**src/pkg/sdr_pkg.sv**
```systemverilog
// Constants, field layouts and codes for the diagnosis word read-back block.
// Assumes one 40 MHz system clock; the SPI pins are sampled by that clock.
//
// What this block does
// - Diagnosis word readable in every operating mode.
// - Select field bits 15:14 zero addresses word.
// - Bit 12 set: read only; clear: write mode.
// - Bit 11 reports ground offset outside threshold.
// - Bus fault bits 10:7 carry clamp codes.
// - Bus fault codes for wiring shorts 1001..0100.
// - Codes 0011..0001 shorts/opens, 0000 no fault.
// - Sub-bus fault bits 6:5 coded, 00 none.
// - Bit 4 aux supply healthy, zero after overload.
// - Bit 3 transceiver supply healthy, zero after overload.
// - Transceiver supply flag set again on restart.
// - Bit 2 sticky undervoltage, re-armed by read.
// - Bits 1:0 report bus transceiver state.
// - Reset cause field overwritten each reset only.
// - Wrong clock count discards writes; if enabled, flags an error and counts as a read.
// - Supply flag clearing raises interrupt when enabled.
`default_nettype none

package sdr_pkg;

    // ********************************************************************
    // Frame layout
    // ********************************************************************
    localparam int unsigned SDR_FRAME_BITS = 16;
    localparam int unsigned SDR_CNT_W = 5;
    localparam logic [SDR_CNT_W-1:0] SDR_FRAME_LEN = 5'h10;
    localparam int unsigned SDR_SEL_HI = 15;
    localparam int unsigned SDR_SEL_LO = 14;
    localparam int unsigned SDR_TGT_BIT = 13;
    localparam int unsigned SDR_RO_BIT = 12;
    localparam logic [1:0] SDR_SEL_DIAG = 2'h0;
    localparam int unsigned SDR_MODE_W = 12;

    // ********************************************************************
    // Diagnosis word fields
    // ********************************************************************
    localparam int unsigned SDR_GND_BIT = 11;
    localparam int unsigned SDR_BUSF_HI = 10;
    localparam int unsigned SDR_BUSF_LO = 7;
    localparam int unsigned SDR_SUBF_HI = 6;
    localparam int unsigned SDR_SUBF_LO = 5;
    localparam int unsigned SDR_AUX_BIT = 4;
    localparam int unsigned SDR_XCVR_BIT = 3;
    localparam int unsigned SDR_MCU_BIT = 2;
    localparam int unsigned SDR_STATE_HI = 1;
    localparam int unsigned SDR_STATE_LO = 0;
    localparam logic [3:0] SDR_BUSF_RSVD = 4'ha;
    localparam logic [3:0] SDR_BUSF_NONE = 4'h0;
    localparam int unsigned SDR_CAUSE_W = 4;
    localparam logic [SDR_CAUSE_W-1:0] SDR_CAUSE_RST = 4'h0;
    localparam logic [SDR_MODE_W-1:0] SDR_MODE_RST = 12'h000;

    typedef enum logic [1:0] {
        SDR_IDLE = 2'b00,
        SDR_SHIFT = 2'b01,
        SDR_DONE = 2'b11
    } sdr_state_e;

endpackage : sdr_pkg

`default_nettype wire

```
**src/logic/sdr_readback.sv**
```systemverilog
// Diagnosis word read-back over a 16-clock full-duplex serial frame.
// Assumes SPI mode: sclk idles low, data changes on falling, sampled on rising.
`default_nettype none

module sdr_readback
    import sdr_pkg::*;
(
    // Clock and reset
    input wire logic sys_clk_i,
    input wire logic sys_rst_i,
    // Serial link from the controller
    input wire logic spi_sclk_i,
    input wire logic spi_csn_i,
    input wire logic spi_mosi_i,
    output logic spi_miso_o,
    output logic spi_miso_oe_o,
    // Analog status inputs
    input wire logic ground_offset_flag_i,
    input wire logic [3:0] bus_fault_code_i,
    input wire logic [1:0] subbus_fault_code_i,
    input wire logic aux_supply_ok_i,
    input wire logic xcvr_supply_ok_i,
    input wire logic mcu_undervoltage_i,
    input wire logic [1:0] bus_xcvr_state_i,
    // Reset cause capture
    input wire logic reset_event_i,
    input wire logic [SDR_CAUSE_W-1:0] reset_cause_i,
    // Interrupt enables held elsewhere
    input wire logic clk_count_fail_ie_i,
    input wire logic voltage_fail_ie_i,
    // Results
    output logic [SDR_MODE_W-1:0] mode_reg_o,
    output logic mode_write_o,
    output logic frame_error_o,
    output logic voltage_fail_irq_o,
    output logic [SDR_CAUSE_W-1:0] reset_cause_field_o,
    output logic readback_target_select_o
);
    // ********************************************************************
    // Pin synchronisation
    // ********************************************************************
    localparam int unsigned NSYNC = 11;
    logic [NSYNC-1:0] raw_in;
    logic [NSYNC-1:0] syn;
    assign raw_in = {spi_sclk_i, spi_csn_i, spi_mosi_i, ground_offset_flag_i,
                     bus_fault_code_i, subbus_fault_code_i, mcu_undervoltage_i};
    sdr_sync #(.WIDTH(NSYNC), .RST_VAL(11'h0_200)) u_sync (
        .sys_clk_i(sys_clk_i),
        .sys_rst_i(sys_rst_i),
        .async_i(raw_in),
        .sync_o(syn)
    );
    logic sclk_s, csn_s, mosi_s, gnd_s, uv_s;
    logic [3:0] busf_s;
    logic [1:0] subf_s;
    assign sclk_s = syn[10];
    assign csn_s = syn[9];
    assign mosi_s = syn[8];
    assign gnd_s = syn[7];
    assign busf_s = syn[6:3];
    assign subf_s = syn[2:1];
    assign uv_s = syn[0];

    // Supply and state levels are two flops behind like the others
    logic [3:0] lvl_s;
    sdr_sync #(.WIDTH(4), .RST_VAL(4'h0)) u_sync_lvl (
        .sys_clk_i(sys_clk_i),
        .sys_rst_i(sys_rst_i),
        .async_i({aux_supply_ok_i, xcvr_supply_ok_i, bus_xcvr_state_i}),
        .sync_o(lvl_s)
    );

    // ********************************************************************
    // Edge detection
    // ********************************************************************
    logic sclk_d_ff, csn_d_ff;
    logic aux_d_ff, xcvr_d_ff, mcu_d_ff;
    always_ff @(posedge sys_clk_i or posedge sys_rst_i) begin
        if (sys_rst_i) begin
            sclk_d_ff <= 1'b0;
            csn_d_ff <= 1'b1;
        end else begin
            sclk_d_ff <= sclk_s;
            csn_d_ff <= csn_s;
        end
    end
    logic sclk_rise, sclk_fall, frame_start, frame_end;
    assign sclk_rise = sclk_s & ~sclk_d_ff;
    assign sclk_fall = ~sclk_s & sclk_d_ff;
    assign frame_start = ~csn_s & csn_d_ff;
    assign frame_end = csn_s & ~csn_d_ff;

    // ********************************************************************
    // Frame control
    // ********************************************************************
    sdr_state_e state_ff;
    logic [SDR_CNT_W-1:0] cnt_ff;
    logic [SDR_FRAME_BITS-1:0] rx_ff;
    logic [SDR_FRAME_BITS-1:0] tx_ff;
    logic [SDR_FRAME_BITS-1:0] diag_word;
    logic mcu_ok_ff;

    // Snapshot taken at frame start so the shifted word stays coherent
    assign diag_word = {SDR_SEL_DIAG, 1'b0, 1'b0,
                        gnd_s,
                        busf_s,
                        subf_s,
                        lvl_s[3],
                        lvl_s[2],
                        mcu_ok_ff,
                        lvl_s[1:0]};

    always_ff @(posedge sys_clk_i or posedge sys_rst_i) begin
        if (sys_rst_i) begin
            state_ff <= SDR_IDLE;
        end else begin
            case (state_ff)
                SDR_IDLE: if (frame_start) state_ff <= SDR_SHIFT;
                SDR_SHIFT: if (frame_end) state_ff <= SDR_DONE;
                SDR_DONE: state_ff <= SDR_IDLE;
                default: state_ff <= SDR_IDLE;
            endcase
        end
    end

    always_ff @(posedge sys_clk_i or posedge sys_rst_i) begin
        if (sys_rst_i) begin
            cnt_ff <= '0;
            rx_ff <= '0;
        end else if (frame_start) begin
            cnt_ff <= '0;
        end else if (state_ff == SDR_SHIFT && sclk_rise && !csn_s) begin
            rx_ff <= {rx_ff[SDR_FRAME_BITS-2:0], mosi_s};
            // Saturate so long frames still count as wrong
            if (cnt_ff != '1) cnt_ff <= cnt_ff + 5'h1;
        end
    end

    // Word loaded at chip select fall; any mode, no access restriction
    always_ff @(posedge sys_clk_i or posedge sys_rst_i) begin
        if (sys_rst_i) begin
            tx_ff <= '0;
        end else if (frame_start) begin
            tx_ff <= diag_word;
        end else if (state_ff == SDR_SHIFT && sclk_fall && cnt_ff != '0) begin
            tx_ff <= {tx_ff[SDR_FRAME_BITS-2:0], 1'b0};
        end
    end
    assign spi_miso_o = tx_ff[SDR_FRAME_BITS-1];
    assign spi_miso_oe_o = (state_ff == SDR_SHIFT) & ~csn_s;

    // ********************************************************************
    // Frame completion
    // ********************************************************************
    logic len_ok, addr_ok, accept;
    assign len_ok = (cnt_ff == SDR_FRAME_LEN);
    assign addr_ok = (rx_ff[SDR_SEL_HI:SDR_SEL_LO] == SDR_SEL_DIAG);
    // A bad-length frame is dropped, or with the failure interrupt armed taken as a read only, never a write
    assign accept = (state_ff == SDR_DONE) && addr_ok && (len_ok || clk_count_fail_ie_i);

    logic read_done;
    assign read_done = accept;

    always_ff @(posedge sys_clk_i or posedge sys_rst_i) begin
        if (sys_rst_i) begin
            mode_reg_o <= SDR_MODE_RST;
            mode_write_o <= 1'b0;
            readback_target_select_o <= 1'b0;
        end else begin
            mode_write_o <= 1'b0;
            if (accept && len_ok && !rx_ff[SDR_RO_BIT]) begin
                mode_reg_o <= rx_ff[SDR_MODE_W-1:0];
                mode_write_o <= 1'b1;
            end
            if (accept && len_ok) readback_target_select_o <= rx_ff[SDR_TGT_BIT];
        end
    end

    always_ff @(posedge sys_clk_i or posedge sys_rst_i) begin
        if (sys_rst_i) begin
            frame_error_o <= 1'b0;
        end else begin
            frame_error_o <= (state_ff == SDR_DONE) && !len_ok && clk_count_fail_ie_i;
        end
    end

    // ********************************************************************
    // Sticky undervoltage flag
    // ********************************************************************
    // Undervoltage wins over the re-arm so no dip is lost
    always_ff @(posedge sys_clk_i or posedge sys_rst_i) begin
        if (sys_rst_i) begin
            mcu_ok_ff <= 1'b1;
        end else if (uv_s) begin
            mcu_ok_ff <= 1'b0;
        end else if (read_done) begin
            mcu_ok_ff <= 1'b1;
        end
    end

    // ********************************************************************
    // Supply failure interrupt
    // ********************************************************************
    always_ff @(posedge sys_clk_i or posedge sys_rst_i) begin
        if (sys_rst_i) begin
            aux_d_ff <= 1'b0;
            xcvr_d_ff <= 1'b0;
            mcu_d_ff <= 1'b1;
            voltage_fail_irq_o <= 1'b0;
        end else begin
            aux_d_ff <= lvl_s[3];
            xcvr_d_ff <= lvl_s[2];
            mcu_d_ff <= mcu_ok_ff;
            voltage_fail_irq_o <= voltage_fail_ie_i &&
                ((aux_d_ff & ~lvl_s[3]) | (xcvr_d_ff & ~lvl_s[2]) |
                 (mcu_d_ff & ~mcu_ok_ff));
        end
    end

    // ********************************************************************
    // Reset cause
    // ********************************************************************
    // Overwritten on each reset event, never cleared by reads
    always_ff @(posedge sys_clk_i or posedge sys_rst_i) begin
        if (sys_rst_i) begin
            reset_cause_field_o <= SDR_CAUSE_RST;
        end else if (reset_event_i) begin
            reset_cause_field_o <= reset_cause_i;
        end
    end
endmodule : sdr_readback

`default_nettype wire

```
**src/logic/sdr_sync.sv**
```systemverilog
// Two-flop synchroniser, one per bit, for pins from outside the clock domain.
// Assumes the async reset value of each bit is given as a constant parameter.
`default_nettype none

module sdr_sync #(
    parameter int unsigned WIDTH = 1,
    parameter logic [WIDTH-1:0] RST_VAL = '0
) (
    // Clock and reset
    input wire logic sys_clk_i,
    input wire logic sys_rst_i,
    // Data
    input wire logic [WIDTH-1:0] async_i,
    output logic [WIDTH-1:0] sync_o
);
    logic [WIDTH-1:0] meta_ff;
    logic [WIDTH-1:0] sync_ff;

    always_ff @(posedge sys_clk_i or posedge sys_rst_i) begin
        if (sys_rst_i) begin
            meta_ff <= RST_VAL;
            sync_ff <= RST_VAL;
        end else begin
            meta_ff <= async_i;
            sync_ff <= meta_ff;
        end
    end

    assign sync_o = sync_ff;
endmodule : sdr_sync

`default_nettype wire

```
**config.mk**
```make
export PLATFORM = sky130hd
export DESIGN_NAME = sdr_readback
export DESIGN_NICKNAME = d
export VERILOG_FILES = /design/src/pkg/sdr_pkg.sv /design/src/logic/sdr_readback.sv /design/src/logic/sdr_sync.sv
export SDC_FILE = /design/constraint.sdc
export NUM_CORES = 1
export LEC_CHECK = 0
export ABC_AREA = 1
export BUFFER_PORTS_ARGS = -buffer_cell sky130_fd_sc_hd__buf_4
export CAP_MARGIN = 20
export CORE_MARGIN = 2
export CORE_UTILIZATION = 59
export CTS_BUF_LIST = sky130_fd_sc_hd__clkbuf_8
export DETAILED_ROUTE_END_ITERATION = 10
export PLACE_DENSITY = 0.88
export RECOVER_POWER = 100
export SLEW_MARGIN = 20
export SYNTH_ARGS = -nofsm -noshare
export SYNTH_HDL_FRONTEND = slang
export SYNTH_SLANG_ARGS = --single-unit
```
**constraint.sdc**
```tcl
create_clock -name sys_clk_i -period 4.21 [get_ports sys_clk_i]
set_input_delay 0.6315 -clock sys_clk_i [delete_from_list [all_inputs] [get_ports sys_clk_i]]
set_output_delay 0.6315 -clock sys_clk_i [all_outputs]
set_load 0.03 [all_outputs]
```
## Word level (Yosys, flattened, before mapping)

Cells that the tools add are included.

- Muxes and demuxes: 11
- Bitwise gates (word level): 18
- Reduce and logical (&&, ||, !) cells: 25
- $add $sub $neg: 1
- Eq/ne operators: 6

Operators with widths:

| cell | number |
|---|---|
| $mux 16 | 2 |
| $mux 5 | 3 |
| $logic_and 1x1->1 | 11 |
| $and 1x1->1 | 8 |
| $not 1->1 | 8 |
| $reduce_bool 2->1 | 4 |
| $reduce_and 2->1 | 3 |
| $add 5x1->5 const B | 1 |
| $eq 5x5->1 const B | 1 |
| $ne 5x5->1 const B | 1 |
| $reduce_bool 5->1 | 1 |
| $logic_not 2->1 | 2 |
| $mux 2 | 2 |
| $ne 2x2->1 const B | 2 |
| $pmux 2 s2 | 1 |
| $logic_not 1->1 | 3 |
| $mux 1 | 3 |
| $eq 2x1->1 const B | 1 |
| $eq 2x2->1 const B | 1 |
| $or 1x1->1 | 2 |
| $logic_or 1x1->1 | 1 |

- Flip-flop bits (word level): 95
- Input port bits: 24
- Output and inout port bits: 22
- Word-level logic and storage cells: 81

## Depth between registers and ports, before layout

Gate-level depths: netlist of the first run.

- Depth in word-level cells: 6
- Depth in mapped cells: 8
- Gate-level depth less buffers: 8

## Cells and area by module

From an unflattened synthesis of the first run, not the netlist that was laid out.

- Cells, all modules: 361
- Area, all modules: 3648.5 um^2

Modules (own cells, without submodules):

| module | cells each | area an instance (um^2) | times used | sequential area each (um^2) |
|---|---|---|---|---|
| sdr_readback | 329 | 2887.8 | 1 | 1630.3 |
| sdr_sync (u_sync) | 23 | 556.8 | 1 | 553.0 |
| sdr_sync (u_sync_lvl) | 9 | 203.9 | 1 | 200.2 |

## Worst setup path before layout of the first run

OpenSTA, ideal clock, no wires.

- Kind: register -> output
- Start: reg u_sync.sync_ff[9] (netlist: u_sync.sync_o[9])
- End: out spi_miso_oe_o
- Path buffers: 0
- Arrival: 821 ps
- Slack: 2757 ps
- Cell stages (with the launch flop): 4
- Cells stage by stage: dfstp_2 -> inv_2 -> nand3_1 -> inv_1

- Word-level cells in the longest chain between the ends: 2

RTL lines:

| what | line | text |
|---|---|---|
| start, declared | sdr_sync.sv:17 | `logic [WIDTH-1:0] sync_ff;` |
| start signal, assigned | sdr_sync.sv:25 | `sync_ff <= meta_ff;` |
| $not 1->1 | sdr_readback.sv:150 | `assign spi_miso_oe_o = (state_ff == SDR_SHIFT) & ~csn_s;` |
| $and 1x1->1 | sdr_readback.sv:150 |  |
| end, declared | sdr_readback.sv:16 | `output logic spi_miso_oe_o,` |

Every way passes these cells.

## Worst setup path in the final report of the first run

- Start: reg csn_d_ff
- End: reg cnt_ff[1]

- Word-level cells in the longest chain between the ends: 3

RTL lines:

| what | line | text |
|---|---|---|
| start, declared | sdr_readback.sv:76 | `logic sclk_d_ff, csn_d_ff;` |
| start signal, assigned | sdr_readback.sv:84 | `csn_d_ff <= csn_s;` |
| $and 1x1->1 (*) | sdr_readback.sv:90 | `assign frame_start = ~csn_s & csn_d_ff;` |
| $reduce_bool 2->1 (no line) | n/a |  |
| $reduce_and 2->1 (no line) | n/a |  |
| end signal, assigned | sdr_readback.sv:135 | `if (cnt_ff != '1) cnt_ff <= cnt_ff + 5'h1;` |
| end, declared | sdr_readback.sv:97 | `logic [SDR_CNT_W-1:0] cnt_ff;` |

Every way passes the cells marked *; elsewhere a longest branch is shown, timed or not.
A chain may end at the register's enable or synchronous reset.

==> metrics.sh, run 1 <==
CELL_CHAIN_CRITICAL_PATH='inv_1 > nor2_1 > inv_1 > nand2_1 > nand2_1 > nand2_1 > nand2_1'
HOLDCRITPATHCLASS='flip-flop to flip-flop'
SYN_TO_FINAL_GROWTH_PCT=11.5
POST_CTS.REPAIR.SETUP_BUFFERS=0
DPL_CELL_AREA_SQ_MM=0.00401
GRT_MAX_DEGREE=63
POST-SYNTH-TOP-AREA-CELL='sky130_fd_sc_hd__dfrtp_1'
TRITONCTS.NUM_BUFFERS=9
TOTALNEGATIVESETUPSLACK_PS=0
ROOT_BUFFER='sky130_fd_sc_hd__clkbuf_8'
POWERDENSITY_mW_PER_MM2=436
DIE_AREA_SQ_MM=0.00684
DRIVE_ABOVE_1_SHARE=0.136
FINAL_COMMON_CELL='sky130_fd_sc_hd__nand2_1'
STATUS='finished, violations left'
CRITICAL_PATH_REQUIRED_PS=4450
CRITICAL-PATH-TOP-CELL-BY-COUNT='sky130_fd_sc_hd__nand2_1'
SYNTHCELLS=364
CELL_WITH_THE_LARGEST_STAGE_DELAY_ON_THE_WORST_PATH='sky130_fd_sc_hd__inv_1'
CRITICAL_PATH_PEAK_FANOUT=50
CLOCK_PATH_BUFFERS=2
DIE_WIDTH_UM=82.7
GRT_SETUP_UNREPAIRED='no'
RD_PLACE_CONGESTION=0.812
CTS.HTREE.LEVELS=3
DR_TOTAL_VIAS=2524
GRT_PASS1_WL_UM=10400
SETUP_VIOL_COUNT_FINAL=0
NET_COUNT_OF_THE_MAPPED_NETLIST=391
CTS.SINK_COUNT=95
CRITICAL_PATH.STARTPOINT_TYPE='flip-flop'
CLKLATENCYLATEPIN_PS=350
R2R_SETUP_SLK_PS=1420
TIMING.MAX_CAP.VIOLATIONS=1
COUNT_OF_ANTENNA_VIOLATING_NETS_LEFT_AFTER_DETAILED_ROUTING=0
WL_PER_CELL_UM=12.9
GLOBAL_ROUTE.OVERFLOW_TOTAL=0
WORST_EP_ARRIVAL_TIME_PS=3030
MAX_STAGE_DELAY_PS=870
FAILED_CHECKS='capacitance limit, slew limit'
WORST_SETUP_END_KIND='flip-flop'
CLOCK.FMAX_MHz=358
WORST_SLEW_PIN_SLEW_PS=2550
YS_SEQ_ELEMENTS=95
CRIT_TYPE='flip-flop to flip-flop'
FIRST_GLOBAL_VIAS=2323
NUMBER_OF_PINS_WITH_NEGATIVE_MAX_SLEW_SLACK_IN_THE_FINAL_REPORT=63
SYNTHESIS.AREA_SQ_MM=0.00366
POWER_LEAKAGE_nW=2.15
SYNTHTOPCELLSBYAREA='sky130_fd_sc_hd__dfrtp_1 62%, sky130_fd_sc_hd__nand2_1 14%, sky130_fd_sc_hd__nand3_1 6.4%'
STD_CELL_ROWS=28
PERIOD_NEEDED_PS=2790
PORT_BUFFERS=45
YOSYSTOPAREACELLSHARE=0.616
CORE_REGION_AREA_SQ_MM=0.00596
SYNTH_AREA_PER_CELL_SQ_UM=10.0
CTS-RESIZED-GATES=0
TIMING.SLEW.HEADROOM=-0.710
DETAIL_ROUTE.DRC_VIOLATIONS=0
CHIPHEIGHT_UM=82.7
INITIALDRTVIOLATIONCOUNT=212
SYNTHESIS.YOSYS.WARNINGS=0
YS_SEQ_AREA_FRAC=0.652
NUMBER_OF_ANTENNA_DIODES=0
ROUTED_WIRELENGTH_UM=6300
MIN_PERIOD_OVER_PERIOD=0.663
LAYOUT.CELLS.MOST_COMMON_LIST='139 x sky130_fd_sc_hd__nand2_1, 90 x sky130_fd_sc_hd__dfrtp_1, 47 x sky130_fd_sc_hd__nand3_1, 23 x sky130_fd_sc_hd__inv_1, 23 x sky130_fd_sc_hd__clkbuf_1'
NUMBER_OF_SEARCH_AND_REPAIR_ITERATIONS_IN_THE_FIRST_DETAILED_ROUTING_PASS=4
YOSYS.CELL_TYPES.COUNT=27
EFFECTIVE_UTILIZATION_AT_FLOORPLAN=0.614
TRITONCTS_CLOCK_TREE='yes'
GRT_USE_TOTAL=0.205
FIN_AREA_SQ_MM=0.00408
HOLD_VIOLATIONS=0
IR_DROP_V=0.000355
DRT-VIAS-PER-INSTANCE=5.18
NETS=434
DPL.HPWL_UM=4080
GRT_ANTENNA_BEFORE_REPAIR=0
CTSHOLDBUFFERS=0
TOP_LEVEL_PORTS=46
CLK_PIN_SLEW_WORST_PATHS_PS=90
FIN_SKEW_PS=12.5
-- where the power goes --
part / internal, mW / leakage (nW) / switching, mW
sequential: 0.983 / 1.21 / 0.0422
clock: 0.287 / 0.0957 / 0.299
combinational: 0.0583 / 0.849 / 0.108
-- per-stage QoR --
step	util	hold slack [ps]	setup WS (ps)	power (mW)	instances
6_report	0.684	346	1420	1.78	487
3_3_place_gp	0.674	332	2340	1.21	471
5_1_grt	0.684	355	1030	1.86	487
3_5_place_dp	0.674	335	2270	1.22	471
2_1_floorplan	-	331	1110	1.16	364
4_1_cts	0.707	350	2240	1.81	487
-- final cells by class --
type                       instances  area (sq um)
fill                             465          1880
clock inverter                     6          61.3
timing repair buffer              46           256
inverter                          28           108
tap                               75          93.8
sequential                        95          2380
clock buffer                      10           138
multi-input combinational        227          1030
-- flip-flops by register name, summed over array words and instances, names as in the netlist, 2 cells and up --
signal               flops
rx_ff                   16
cnt_ff                   5
mode_reg_o              12
u_sync_lvl.meta_ff       4
u_sync_lvl.sync_o        4
reset_cause_field_o      4
u_sync.meta_ff          11
state_ff                 2
u_sync.sync_o           11
tx_ff                   16
-- layer usage --
metal  vias to the layer above  part of all wire  global-route usage
li1                       1230                 -                   -
met1                      1216              0.43               0.276
met2                        71              0.50               0.321
met3                         7             0.057              0.0435
met4                         0            0.0094               0.100
met5                         -                 0                   0
-- synthesized netlist by cell type (all sizes together) --
library cell,count
mux2,4
xor2,1
inv,27
nand2,142
a21oi,1
nand4,9
clkbuf,4
dfstp,5
dfrtp,90
o21ai,7
buf,10
ha,3
clkinv,1
nand3,47
nor3,1
nor2,12
-- critical path, delay by kind of cell (launching register included) --
kind          cells  cell delay (ps)
buf+inv           2              930
simple gates      5             1210
flops             1              540
-- cell families (layout without fill, tap and decap cells) --
logic type	count (synthesis)	after routing	synth area share
xor+xnor	1	1	0.00240
mux	4	4	0.0123
fa+ha+maj	3	3	0.0103
compound gates	8	8	0.0109
simple gates	211	211	0.260
buf+inv	42	90	0.0517
flops	95	95	0.652
-- path summary, 6_finish.rpt --
| path | startpoint | end | cells after the start |
|---|---|---|---|
| max in group asynchronous | sys_rst_i | u_sync.meta_ff[4] | 3 |
| min in group asynchronous | sys_rst_i | rx_ff[12] | 2 |
| hold reg to reg | u_sync.meta_ff[8] | u_sync.sync_o[8] | 0 |
| setup / recovery | csn_d_ff | cnt_ff[1] | 7 |
| setup reg to reg | csn_d_ff | cnt_ff[1] | 7 |
| hold / removal | u_sync.meta_ff[8] | u_sync.sync_o[8] | 0 |
(Power assumes the default switching activity.)
==> run 2: changes to the inputs <==
--- a/config.mk
+++ b/config.mk
@@ -9,10 +9,10 @@
 export BUFFER_PORTS_ARGS = -buffer_cell sky130_fd_sc_hd__buf_4
 export CAP_MARGIN = 20
 export CORE_MARGIN = 2
-export CORE_UTILIZATION = 59
+export CORE_UTILIZATION = 54
 export CTS_BUF_LIST = sky130_fd_sc_hd__clkbuf_8
 export DETAILED_ROUTE_END_ITERATION = 10
-export PLACE_DENSITY = 0.88
+export PLACE_DENSITY = 0.85
 export RECOVER_POWER = 100
 export SLEW_MARGIN = 20
 export SYNTH_ARGS = -nofsm -noshare
==> constraint.sdc (replaced) <==
create_clock -name sys_clk_i -period 2.5 [get_ports sys_clk_i]
set_input_delay 0.375 -clock sys_clk_i [delete_from_list [all_inputs] [get_ports sys_clk_i]]
set_output_delay 0.375 -clock sys_clk_i [all_outputs]
set_load 0.03 [all_outputs]
==> run 2 against run 1 <==
  * The flow now finishes without violations
  * Final cell count rose by 0.41%
  * Die area is 8.8% higher
  * Sequential power rose by 68%
  * Worst setup slack got worse by 1000 ps
  * Critical path depth did not move
  * Sequential share of layout area stayed put
  * Clock-buffer cell count is the same
  * Fmax rose by 33%
  * Highest routed layer unchanged
==> metrics.sh, run 2 (synthesis gave the netlist of run 1 again) <==
EFFECTIVE_UTILIZATION_AT_FLOORPLAN=0.566  # was 0.614
WL_PER_CELL_UM=12.8  # was 12.9 um
NUMBER_OF_PINS_WITH_NEGATIVE_MAX_SLEW_SLACK_IN_THE_FINAL_REPORT=0  # was 63
NETS=435  # was 434
WORST_SLEW_PIN_SLEW_PS=1310  # was 2550 ps
CTS.HTREE.LEVELS=3  # unchanged
CORE_REGION_AREA_SQ_MM=0.00646  # was 0.00596 sq mm
LAYOUT.CELLS.MOST_COMMON_LIST='139 x sky130_fd_sc_hd__nand2_1, 90 x sky130_fd_sc_hd__dfrtp_1, 47 x sky130_fd_sc_hd__nand3_1, 23 x sky130_fd_sc_hd__inv_1, 23 x sky130_fd_sc_hd__clkbuf_1'  # unchanged
NUMBER_OF_ANTENNA_DIODES=0  # unchanged
TOP_REGISTERS='rx_ff: 16 flops, tx_ff: 16 flops, mode_reg_o: 12 flops'  # unchanged
STATUS='completed'  # was finished, violations left
DRT-VIAS-PER-INSTANCE=5.17  # was 5.18
DR_TOTAL_VIAS=2530  # was 2524
CLOCK_PATH_BUFFERS=2  # unchanged
TOTALNEGATIVESETUPSLACK_PS=0  # unchanged
POSTLAYOUTSETUPSLACKWORST_PS=397  # was 1420 ps
CTSHOLDBUFFERS=0  # unchanged
CTS.SINK_COUNT=95  # unchanged
GRT_MAX_DEGREE=51  # was 63
GRT_PASS1_WL_UM=10900  # was 10400 um
STD_CELL_ROWS=29  # was 28
PERIOD_NEEDED_PS=2100  # was 2790 ps
CRITICAL_PATH.STARTPOINT_TYPE='flip-flop'  # unchanged
WORST_EP_ARRIVAL_TIME_PS=2340  # was 3030 ps
PROPORTION_OF_POWER_DRAWN_BY_THE_CLOCK_NETWORK=0.308  # was 0.330
POWER_LEAKAGE_nW=2.17  # was 2.15 nW
CLOCK.FMAX_MHz=475  # was 358 MHz
CRITICAL_PATH_PEAK_FANOUT=50  # unchanged
CTS-RESIZED-GATES=0  # unchanged
DIE_WIDTH_UM=86.3  # was 82.7 um
DRIVE_ABOVE_1_SHARE=0.141  # was 0.136
POST_CTS.REPAIR.SETUP_BUFFERS=0  # unchanged
CLK_PIN_SLEW_WORST_PATHS_PS=80  # was 90 ps
SWITCHING_SHARE=0.265  # was 0.252
CLKLATENCYLATEPIN_PS=350  # about the same
ROOT_BUFFER='sky130_fd_sc_hd__clkbuf_8'  # unchanged
DPL_CELL_AREA_SQ_MM=0.00404  # was 0.00401 sq mm
COUNT_OF_ANTENNA_VIOLATING_NETS_LEFT_AFTER_DETAILED_ROUTING=0  # unchanged
INITIALDRTVIOLATIONCOUNT=202  # was 212
TIMING.MAX_CAP.VIOLATIONS=0  # was 1
IR_DROP_V=0.000583  # was 0.000355 V
GRT_ANTENNA_BEFORE_REPAIR=0  # unchanged
FIN_AREA_SQ_MM=0.00408  # unchanged
POWER_FRAC_COMB=0.097  # was 0.093
INTPOWER_mW=2.14  # was 1.33 mW
RD_PLACE_CONGESTION=0.790  # was 0.812
POWERDENSITY_mW_PER_MM2=713  # was 436 mW/mm^2
PRE_CTS_SLACK_PS=580  # was 2270 ps
DIE_AREA_SQ_MM=0.00744  # was 0.00684 sq mm
FIRST_GLOBAL_VIAS=2483  # was 2323
MIN_PERIOD_OVER_PERIOD=0.841  # was 0.663
CHIPHEIGHT_UM=86.3  # was 82.7 um
TOP_LEVEL_PORTS=46  # unchanged
WORSTREG2REGSTART='csn_d_ff'  # unchanged
WORST_SETUP_END_KIND='flip-flop'  # unchanged
TRITONCTS_CLOCK_TREE='yes'  # unchanged
ROUTED_WIRELENGTH_UM=6280  # was 6300 um
GLOBAL_ROUTE.OVERFLOW_TOTAL=0  # unchanged
CRIT-REG2REG-CAPTURE='tx_ff[3]'  # was cnt_ff[1]
DPL.HPWL_UM=4240  # was 4080 um
HOLD_VIOLATIONS=0  # unchanged
SYN_TO_FINAL_GROWTH_PCT=11.5  # unchanged
FINAL_COMMON_CELL='sky130_fd_sc_hd__nand2_1'  # unchanged
CRIT_TYPE='flip-flop to flip-flop'  # unchanged
HOLDCRITPATHCLASS='input pin to flip-flop'  # was flip-flop to flip-flop
NETSWITCHINGPOWER_mW=0.769  # was 0.449 mW
TIMING.SLEW.HEADROOM=0.126  # was -0.710
HOLDPATHEND='u_sync.meta_ff[9]'  # was u_sync.sync_o[8]
TRITONCTS.NUM_BUFFERS=9  # unchanged
CRITICAL_PATH_REQUIRED_PS=2740  # was 4450 ps
DETAIL_ROUTE.DRC_VIOLATIONS=0  # unchanged
PORT_BUFFERS=45  # unchanged
NUMBER_OF_SEARCH_AND_REPAIR_ITERATIONS_IN_THE_FIRST_DETAILED_ROUTING_PASS=4  # unchanged
GRT_USE_TOTAL=0.188  # was 0.205
FIN_SKEW_PS=10.3  # was 12.5 ps
GRT_SETUP_UNREPAIRED='no'  # unchanged
POWER.SEQUENTIAL.FRACTION=0.595  # was 0.577
R2R_SETUP_SLK_PS=400  # was 1420 ps
WHS_PATH_DEPTH=1  # was 0
TIMING.HOLD.WORST.START='spi_csn_i'  # was u_sync.meta_ff[8]
FINALPOWER_mW=2.90  # was 1.78 mW
SETUP_VIOL_COUNT_FINAL=0  # unchanged
RR_WORST_DEPTH=7  # unchanged
[run 2: final cells by class]
class | count | area [sq um]
Clock inverter | 5 | 36.3
Clock buffer | 10 | 138
Tap cell | 77 | 96.3
Multi-Input combinational cell | 227 | 1050
Timing Repair Buffer | 47 | 264
Inverter | 28 | 108
Fill cell | 548 | 2380
Sequential cell | 95 | 2380
[run 2: worst max-delay path, cell delays in order, from the launching register on]
cell and delay (ps):
sky130_fd_sc_hd__dfstp_1 530, sky130_fd_sc_hd__inv_1 80, sky130_fd_sc_hd__nor2_2 450, sky130_fd_sc_hd__inv_2 480
sky130_fd_sc_hd__nand2_1 210, sky130_fd_sc_hd__o21ai_0 100, sky130_fd_sc_hd__nand2_1 100, sky130_fd_sc_hd__nand2_1 60
[run 2: metrics by stage]
stage / hold WS (ps) / utilization / instances
floorplan: 331 / - / 364
global placement: 332 / 0.625 / 474
detailed placement: 336 / 0.625 / 474
CTS: 44.5 / 0.652 / 489
global route: 102 / 0.631 / 489
finish: 128 / 0.631 / 489
[run 2: layer usage]
metal | track usage | up-vias | share of wire
met5 | 0 | - | 0
met4 | 0.0653 | 0 | 0.012
met3 | 0.0505 | 6 | 0.058
met2 | 0.302 | 73 | 0.48
met1 | 0.251 | 1224 | 0.45
li1 | - | 1227 | -
[run 2: power groups by stage]
stage	registers, mW	clock network, mW	logic (mW)
3_3_place_gp	1.75	0	0.288
6_report	1.73	0.894	0.281
2_1_floorplan	1.76	0	0.198
4_1_cts	1.73	0.922	0.306
5_1_grt	1.74	0.981	0.320
3_5_place_dp	1.76	0	0.305
[run 2: how the worst max path moves through the flow]
stage / start / to / cells past startpoint / slack [ps]
2_1_floorplan: sys_rst_i / aux_d_ff / 1 / 1010
3_3_place_gp: cnt_ff[0] / tx_ff[6] / 7 / 600
3_5_place_dp: cnt_ff[0] / tx_ff[9] / 7 / 580
4_1_cts: state_ff[1] / rx_ff[13] / 6 / 560
5_1_grt: csn_d_ff / tx_ff[12] / 7 / 160
6_report: csn_d_ff / tx_ff[3] / 7 / 400
